<file path="src/rtl/rcpm_defs.vh">
// Constants for the reset and column-strobe pin mode block
`ifndef RCPM_DEFS_VH
`define RCPM_DEFS_VH
`define RCPM_RESET_CLOCKS 7'h54
`define RCPM_CNT_W 7
`define RCPM_CNT_ONE 7'h01
`define RCPM_CNT_ZERO 7'h00
`define RCPM_MUX_W 3
`define RCPM_MUX_BUS_RESET 3'h4
`define RCPM_MUX_IDLE 3'h0
`define RCPM_PMC_W 8
`define RCPM_PMC_RESET 8'h00
`define RCPM_PORT_W 16
`define RCPM_PE_EN_HI 13
`define RCPM_PE_EN_LO 12
`define RCPM_ST_RESET 2'h0
`define RCPM_ST_COUNT 2'h1
`define RCPM_ST_RUN 2'h2
`endif

</file>
<file path="src/rtl/rcpm_sync.v">
// Three-stage pin synchroniser with agreement filter
`timescale 1ns/100ps
`default_nettype none
module rcpm_sync
(
  input wire i_clock,
  input wire i_rst_n,
  input wire i_pin,
  output reg o_level
);
  reg s1_r;
  reg s2_r;
  reg s3_r;
  // Three flops, stages two and three agree
  always @(posedge i_clock or negedge i_rst_n)
  begin
    if (!i_rst_n)
    begin
      s1_r <= 1'b0;
      s2_r <= 1'b0;
      s3_r <= 1'b0;
      o_level <= 1'b0;
    end
    else
    begin
      s1_r <= i_pin;
      s2_r <= s1_r;
      s3_r <= s2_r;
      if (s2_r == s3_r)
        o_level <= s3_r;
    end
  end
endmodule // rcpm_sync
`default_nettype wire

</file>
<file path="src/rtl/rcpm_edge.v">
// Rising-edge detector with one-cycle pulse output
`timescale 1ns/100ps
`default_nettype none
module rcpm_edge
(
  input wire i_clock,
  input wire i_rst_n,
  input wire i_level,
  input wire i_enable,
  output reg o_rise
);
  reg prev_r;
  always @(posedge i_clock or negedge i_rst_n)
  begin
    if (!i_rst_n)
    begin
      prev_r <= 1'b0;
      o_rise <= 1'b0;
    end
    else
    begin
      prev_r <= i_level;
      o_rise <= i_enable & i_level & ~prev_r;
    end
  end
endmodule // rcpm_edge
`default_nettype wire

</file>
<file path="src/rtl/rcpm_top.v">
// Reset sequencing and column-strobe pin mode control
`timescale 1ns/100ps
`default_nettype none
`include "rcpm_defs.vh"
module rcpm_top
(
  input wire i_clock,
  input wire i_rst_n,
  input wire i_master_reset_in_n,
  input wire i_cpu_status_one_n,
  input wire i_strobe_mode_strap,
  input wire i_parity_error_in,
  input wire i_coproc_error_in,
  input wire [`RCPM_PORT_W-1:0] i_port_ctl,
  input wire i_mem_write,
  input wire i_powered_down,
  input wire i_powerdown_refresh_in,
  input wire i_refresh_req,
  input wire i_power_ctl_sample_strobe,
  input wire [`RCPM_PMC_W-1:0] i_power_mgmt_control,
  input wire i_col_strobe_high_3,
  input wire i_col_strobe_low_3,
  input wire i_col_strobe_low_2,
  output reg o_processor_reset_out,
  output reg o_dma_ack_enable,
  output reg [`RCPM_MUX_W-1:0] o_mux_control_field,
  output reg o_cpu_mode_32,
  output reg o_processor_busy_out,
  output reg o_strobe_input_mode,
  output reg o_col_strobe_high_3_oe,
  output reg o_col_strobe_low_3_oe,
  output reg o_col_strobe_low_2_oe,
  output reg o_parity_error_pulse,
  output reg o_irq13_pulse,
  output reg o_mem_dir,
  output reg o_refresh_out,
  output reg [`RCPM_PMC_W-1:0] o_power_mgmt_control,
  output reg o_seq_done
);
  wire mrst_lvl;
  wire status_lvl;
  wire strap_lvl;
  wire pe_lvl;
  wire coproc_error_in_lvl;
  wire powerdown_refresh_in_lvl;
  wire power_ctl_sample_strobe_lvl;
  wire pe_rise;
  wire coproc_error_in_rise;
  wire power_ctl_sample_strobe_rise;
  wire pe_enable;
  wire input_mode_nxt;
  reg [1:0] state_r;
  reg [1:0] state_nxt;
  reg [`RCPM_CNT_W-1:0] cnt_r;
  reg [`RCPM_CNT_W-1:0] cnt_nxt;
  reg power_ctl_sample_strobe_prev_r;

  rcpm_sync u_sync_mrst
  (
    .i_clock(i_clock),
    .i_rst_n(i_rst_n),
    .i_pin(i_master_reset_in_n),
    .o_level(mrst_lvl)
  );
  rcpm_sync u_sync_status
  (
    .i_clock(i_clock),
    .i_rst_n(i_rst_n),
    .i_pin(i_cpu_status_one_n),
    .o_level(status_lvl)
  );
  rcpm_sync u_sync_strap
  (
    .i_clock(i_clock),
    .i_rst_n(i_rst_n),
    .i_pin(i_strobe_mode_strap),
    .o_level(strap_lvl)
  );
  rcpm_sync u_sync_pe
  (
    .i_clock(i_clock),
    .i_rst_n(i_rst_n),
    .i_pin(i_parity_error_in),
    .o_level(pe_lvl)
  );
  rcpm_sync u_sync_coproc_error_in
  (
    .i_clock(i_clock),
    .i_rst_n(i_rst_n),
    .i_pin(i_coproc_error_in),
    .o_level(coproc_error_in_lvl)
  );
  rcpm_sync u_sync_powerdown_refresh_in
  (
    .i_clock(i_clock),
    .i_rst_n(i_rst_n),
    .i_pin(i_powerdown_refresh_in),
    .o_level(powerdown_refresh_in_lvl)
  );
  rcpm_sync u_sync_power_ctl_sample_strobe
  (
    .i_clock(i_clock),
    .i_rst_n(i_rst_n),
    .i_pin(i_power_ctl_sample_strobe),
    .o_level(power_ctl_sample_strobe_lvl)
  );

  // Parity input gated by mode and port bits
  assign pe_enable = o_strobe_input_mode & o_seq_done &
    i_port_ctl[`RCPM_PE_EN_HI] & i_port_ctl[`RCPM_PE_EN_LO];

  rcpm_edge u_edge_pe
  (
    .i_clock(i_clock),
    .i_rst_n(i_rst_n),
    .i_level(pe_lvl),
    .i_enable(pe_enable),
    .o_rise(pe_rise)
  );
  rcpm_edge u_edge_coproc_error_in
  (
    .i_clock(i_clock),
    .i_rst_n(i_rst_n),
    .i_level(coproc_error_in_lvl),
    .i_enable(o_strobe_input_mode & o_seq_done),
    .o_rise(coproc_error_in_rise)
  );

  assign power_ctl_sample_strobe_rise = power_ctl_sample_strobe_lvl & ~power_ctl_sample_strobe_prev_r;

  // Mode value after this edge
  assign input_mode_nxt = (state_r != `RCPM_ST_RUN) ? ~strap_lvl :
    o_strobe_input_mode;

  // Reset sequence state machine
  always @*
  begin
    state_nxt = state_r;
    cnt_nxt = cnt_r;
    case (state_r)
      `RCPM_ST_RESET:
      begin
        cnt_nxt = `RCPM_CNT_ZERO;
        if (mrst_lvl)
          state_nxt = `RCPM_ST_COUNT;
      end
      `RCPM_ST_COUNT:
      begin
        cnt_nxt = cnt_r + `RCPM_CNT_ONE;
        if (cnt_r == `RCPM_RESET_CLOCKS - `RCPM_CNT_ONE)
          state_nxt = `RCPM_ST_RUN;
      end
      `RCPM_ST_RUN:
        cnt_nxt = `RCPM_CNT_ZERO;
      default:
        state_nxt = `RCPM_ST_RESET;
    endcase
    if (!mrst_lvl)
    begin
      state_nxt = `RCPM_ST_RESET;
      cnt_nxt = `RCPM_CNT_ZERO;
    end
  end

  always @(posedge i_clock or negedge i_rst_n)
  begin
    if (!i_rst_n)
    begin
      state_r <= `RCPM_ST_RESET;
      cnt_r <= `RCPM_CNT_ZERO;
      power_ctl_sample_strobe_prev_r <= 1'b0;
      o_processor_reset_out <= 1'b1;
      o_dma_ack_enable <= 1'b1;
      o_mux_control_field <= `RCPM_MUX_BUS_RESET;
      o_cpu_mode_32 <= 1'b0;
      o_processor_busy_out <= 1'b0;
      o_strobe_input_mode <= 1'b0;
      o_col_strobe_high_3_oe <= 1'b0;
      o_col_strobe_low_3_oe <= 1'b0;
      o_col_strobe_low_2_oe <= 1'b0;
      o_parity_error_pulse <= 1'b0;
      o_irq13_pulse <= 1'b0;
      o_mem_dir <= 1'b0;
      o_refresh_out <= 1'b0;
      o_power_mgmt_control <= `RCPM_PMC_RESET;
      o_seq_done <= 1'b0;
    end
    else
    begin
      state_r <= state_nxt;
      cnt_r <= cnt_nxt;
      power_ctl_sample_strobe_prev_r <= power_ctl_sample_strobe_lvl;
      o_processor_reset_out <= (state_nxt != `RCPM_ST_RUN);
      o_dma_ack_enable <= (state_nxt != `RCPM_ST_RUN);
      o_mux_control_field <= (state_nxt != `RCPM_ST_RUN) ?
        `RCPM_MUX_BUS_RESET : `RCPM_MUX_IDLE;
      o_seq_done <= (state_nxt == `RCPM_ST_RUN);
      if (state_r != `RCPM_ST_RUN)
      begin
        o_cpu_mode_32 <= ~status_lvl;
        // Busy for self-test on newer core
        o_processor_busy_out <= ~status_lvl;
        o_strobe_input_mode <= ~strap_lvl;
      end
      o_col_strobe_high_3_oe <= (state_nxt == `RCPM_ST_RUN) & ~input_mode_nxt;
      o_col_strobe_low_3_oe <= (state_nxt == `RCPM_ST_RUN) & ~input_mode_nxt;
      o_col_strobe_low_2_oe <= (state_nxt == `RCPM_ST_RUN) & ~input_mode_nxt;
      o_parity_error_pulse <= pe_rise;
      o_irq13_pulse <= coproc_error_in_rise;
      o_mem_dir <= i_mem_write;
      o_refresh_out <= i_powered_down ? powerdown_refresh_in_lvl : i_refresh_req;
      if (power_ctl_sample_strobe_rise)
        o_power_mgmt_control <= i_power_mgmt_control;
    end
  end
endmodule // rcpm_top
`default_nettype wire

</file>
<file path="config.mk">
export PLATFORM = sky130hd
export DESIGN_NAME = rcpm_top
export DESIGN_NICKNAME = d
export VERILOG_FILES = /design/src/rtl/rcpm_sync.v /design/src/rtl/rcpm_edge.v /design/src/rtl/rcpm_top.v
export VERILOG_INCLUDE_DIRS = /design/src /design/src/rtl
export SDC_FILE = /design/constraint.sdc
export NUM_CORES = 1
export LEC_CHECK = 0
export BUFFER_PORTS_ARGS = -buffer_cell sky130_fd_sc_hd__buf_2
export CORE_MARGIN = 2
export CORE_UTILIZATION = 53
export DETAILED_ROUTE_END_ITERATION = 10
export PLACE_DENSITY = 0.83
export SLEW_MARGIN = 20
export SYNTH_ARGS = -nofsm -noshare
export SYNTH_HDL_FRONTEND = slang
export SYNTH_SLANG_ARGS = --single-unit
export TNS_END_PERCENT = 5
</file>
<file path="constraint.sdc">
create_clock -name i_clock -period 3.7 [get_ports i_clock]
set_clock_uncertainty 0.15 [all_clocks]
set_input_delay 1.11 -clock i_clock [delete_from_list [all_inputs] [get_ports i_clock]]
set_output_delay 1.11 -clock i_clock [all_outputs]
set_load 0.02 [all_outputs]
</file>
==> run metrics <==
antenna violations before repair 0; area growth from synthesis to layout 21.04%; peak supply drop 0.3499 mV; Initial DRT Pass Iterations 4; Antenna Violating Nets Remaining 0; cell class contributing the biggest share of worst-path delay flip-flops; type of origin of the critical path flip-flop; count of cells resized by post-cts repair 0; Post CTS Setup Buffer Count 0; GRT overflow 0; Switch Pwr 0.3195 mW; effective utilization at floorplan 54.51%; Vert. Die Dim 65.13 µm; slew at the pin with the worst max-slew slack 0.6652 ns; Critical Path End o_dma_ack_enable; part of the total power dissipated in the clock network 38.3%; PortBufs 43; arrival time reported for the critical path endpoint 1.00 ns; registers with the highest flip-flop counts o_power_mgmt_control (8), cnt_r (7), state_r (2); post-synthesis sequential area ratio 74.61%; period utilisation layout 61.12%; fraction of power spent switching nets 23.03%; number of flip-flops under the largest register name 8; count of final max-slew check failures 0; capture instance of the worst register-to-register path o_power_mgmt_control[5]; CTS tree done; post-synthesis share of cell area spent on xor and xnor gates 1.769%; area share of the largest cell type after synthesis 73.28%; CTS Buf Count 9; proportion of power drawn by combinational gates 9.6%; worst reg2reg path depth 2; most area-hungry cell type in the Yosys netlist dfrtp_1; number of nets in the layout 215; DRC violation count after routing 0; number of buffers and inverters on the critical path 1; register with the highest flop count o_power_mgmt_control; standard-cell row count 22; Finished Cell Area 2397 µm²; maximum clock path buffer count 2; vias post-DR 1,109; Crit Reg-Reg Startpoint u_sync_power_ctl_sample_strobe.o_level; number of global-route vias before repair 1,115; instance area after placement 2206 µm²; share of the synthesized area in compound gates (AO/OA/AOI/OAI) 3.285%; routability congestion estimate from global placement 0.6375; maximum number of pins on one net before global-route repair 34; min Tclk post-route 2.261 ns; multiplexer area fraction after synthesis 5.622%; worst path required time 2.44 ns; hpwl dp 2112 µm; logic depth of the worst setup path including buffers 1; post-synthesis instance area 1981 µm²; hold buffers post-CTS 0; slowest library cell on the worst path dfstp_2; PwrDens 578.7 nW/µm²; Crit path largest cell delay 0.53 ns; cells taking the most area after synthesis dfrtp_1, mux2_2, maj3_1; number of levels the H-tree was split into 3; max-slew headroom at the worst pin 55.65%; Setup Total Neg Slack 0 ns; WL final 3054 µm; Max Fanout on Critical Path 3; Die X 65.13 µm; endpoint kind of the worst setup timing path output pin; outcome completed; Clock Sink Count 59; average instance area after synthesis 15.47 µm²; power share of the sequential group 52.1%; vias per std cell 4.864; drt initial violations 31; count of antenna diodes in the layout 0; distinct cell type count of the synthesized netlist 28; first-pass GRT wire length 5085 µm; flip-flop and latch count after synthesis 59; core area 3633 µm²; largest family of logic cells by synthesized area simple AND/OR/NAND/NOR gates; Hold Vio Cnt, Final 0; Worst R2R Setup Slack 2.11 ns; cell-by-cell trace of the critical path buf_2; fraction of final layout cells with drive strength greater than 1 38.89%; post-layout power 1.387 mW; Pint 1.068 mW; I/O pins 63; number of max-cap violations 0; standby leakage power 1.134 nW; classification of the worst-slack hold path flip-flop to flip-flop; Total Die Area 4242 µm²; Worst-Skew Late Latency 0.32 ns; yosys synthesis warning count 0; clock root buffer clkbuf_8; share of synthesized cell area in and, or, nand and nor gates 7.075%; category of the most critical setup path flip-flop to output pin; synthesized instance count 128; Tot GR Track Use 17.08%; clock slew at reported path FFs 0.06 ns; total setup violations reported at the end of the flow 0; adder and majority cell fraction of the synthesized area 4.169%; RSZ-0062 raised after global routing no; average wire per cell in the routed design 13.39 µm; fmax 442.2 MHz; timing startpoint of the critical path o_mux_control_field[2]
## cell usage after synthesis
master	instances
nand2_1	5
and4bb_2	1
ha_1	1
a21o_1	1
buf_2	1
xor2_1	3
mux2_2	9
dfstp_2	1
nor2b_1	2
o32ai_1	1
dfrtp_1	58
inv_1	1
nand4b_1	3
conb_1	1
nand2b_1	1
o21ai_0	2
nor3b_1	1
nand3_1	1
buf_4	7
or3_1	2
nor2_1	8
a21oi_1	6
clkbuf_1	1
maj3_1	7
xnor2_1	1
and2b_2	1
a311oi_1	1
mux2i_1	1
## area by class of cell
type / count / area, µm²
sequential: 59 / 1478
fill: 268 / 1236
multi-input combinational: 60 / 441.7
timing repair buffer: 44 / 222.7
clock buffer: 15 / 186.4
tap: 48 / 60.06
clock inverter: 1 / 5.005
inverter: 1 / 3.754
## cells in the final DEF, fill, tap and decap left out, drive strengths merged, types with 2 or more instances in the layout
master	instances
nor2	8
maj3	7
nand4b	3
o21ai	2
mux2	9
a21oi	6
nor2b	2
conb	2
clkbuf	15
or3	2
dfrtp	58
nand2	5
xor2	3
buf	44
## cell families (layout without fill, tap and decap cells)
| logic type | Yosys count | count (layout) |
|---|---|---|
| adder cells (fa/ha/maj) | 8 | 8 |
| multiplexers | 10 | 10 |
| flip-flops | 59 | 59 |
| AND/OR/NAND/NOR | 25 | 25 |
| XOR/XNOR | 4 | 4 |
| other | 1 | 2 |
| AO/OA/AOI/OAI | 11 | 11 |
| buffers and inverters | 10 | 61 |
## metal layers
| layer | share of wire, % | GRT usage, % | vias up |
|---|---|---|---|
| met5 | 0 | 0 | - |
| met4 | 2.0 | 12.24 | 0 |
| met3 | 5.8 | 5.137 | 6 |
| met2 | 50 | 27.84 | 38 |
| met1 | 42 | 19.15 | 542 |
| li1 | - | - | 523 |
## stage by stage
stage | worst slack [ns] | cells | util (%) | hold slack [ns]
3_3_place_gp | 1.543 | 212 | 60.71 | 0.1832
6_report | 1.439 | 228 | 65.98 | 0.1957
3_5_place_dp | 1.496 | 212 | 60.71 | 0.1870
2_1_floorplan | 1.708 | 129 | - | 0.1812
4_1_cts | 1.418 | 228 | 65.98 | 0.1985
5_1_grt | 1.409 | 228 | 65.98 | 0.2036
## worst min-delay path by stage
stage / startpoint / to / slack, ns / depth (start not counted)
after floorplan: u_edge_coproc_error_in.o_rise / o_irq13_pulse / 0.18 / 0
after global placement: u_sync_mrst.s1_r / u_sync_mrst.s2_r / 0.18 / 0
after detailed placement: u_sync_coproc_error_in.s1_r / u_sync_coproc_error_in.s2_r / 0.19 / 0
after CTS: u_sync_pe.s1_r / u_sync_pe.s2_r / 0.20 / 0
after global routing: u_sync_coproc_error_in.s1_r / u_sync_coproc_error_in.s2_r / 0.20 / 0
final: u_sync_pe.s1_r / u_sync_pe.s2_r / 0.20 / 0
## power groups by stage
| stage | Clock [mW] | Combinational (mW) | Sequential [mW] |
|---|---|---|---|
| 3_5_place_dp | 0 | 0.135 | 0.734 |
| 5_1_grt | 0.574 | 0.145 | 0.731 |
| 2_1_floorplan | 0 | 0.0484 | 0.761 |
| 3_3_place_gp | 0 | 0.130 | 0.730 |
| 4_1_cts | 0.547 | 0.136 | 0.724 |
| 6_report | 0.531 | 0.133 | 0.723 |
(Power assumes the default switching activity.)
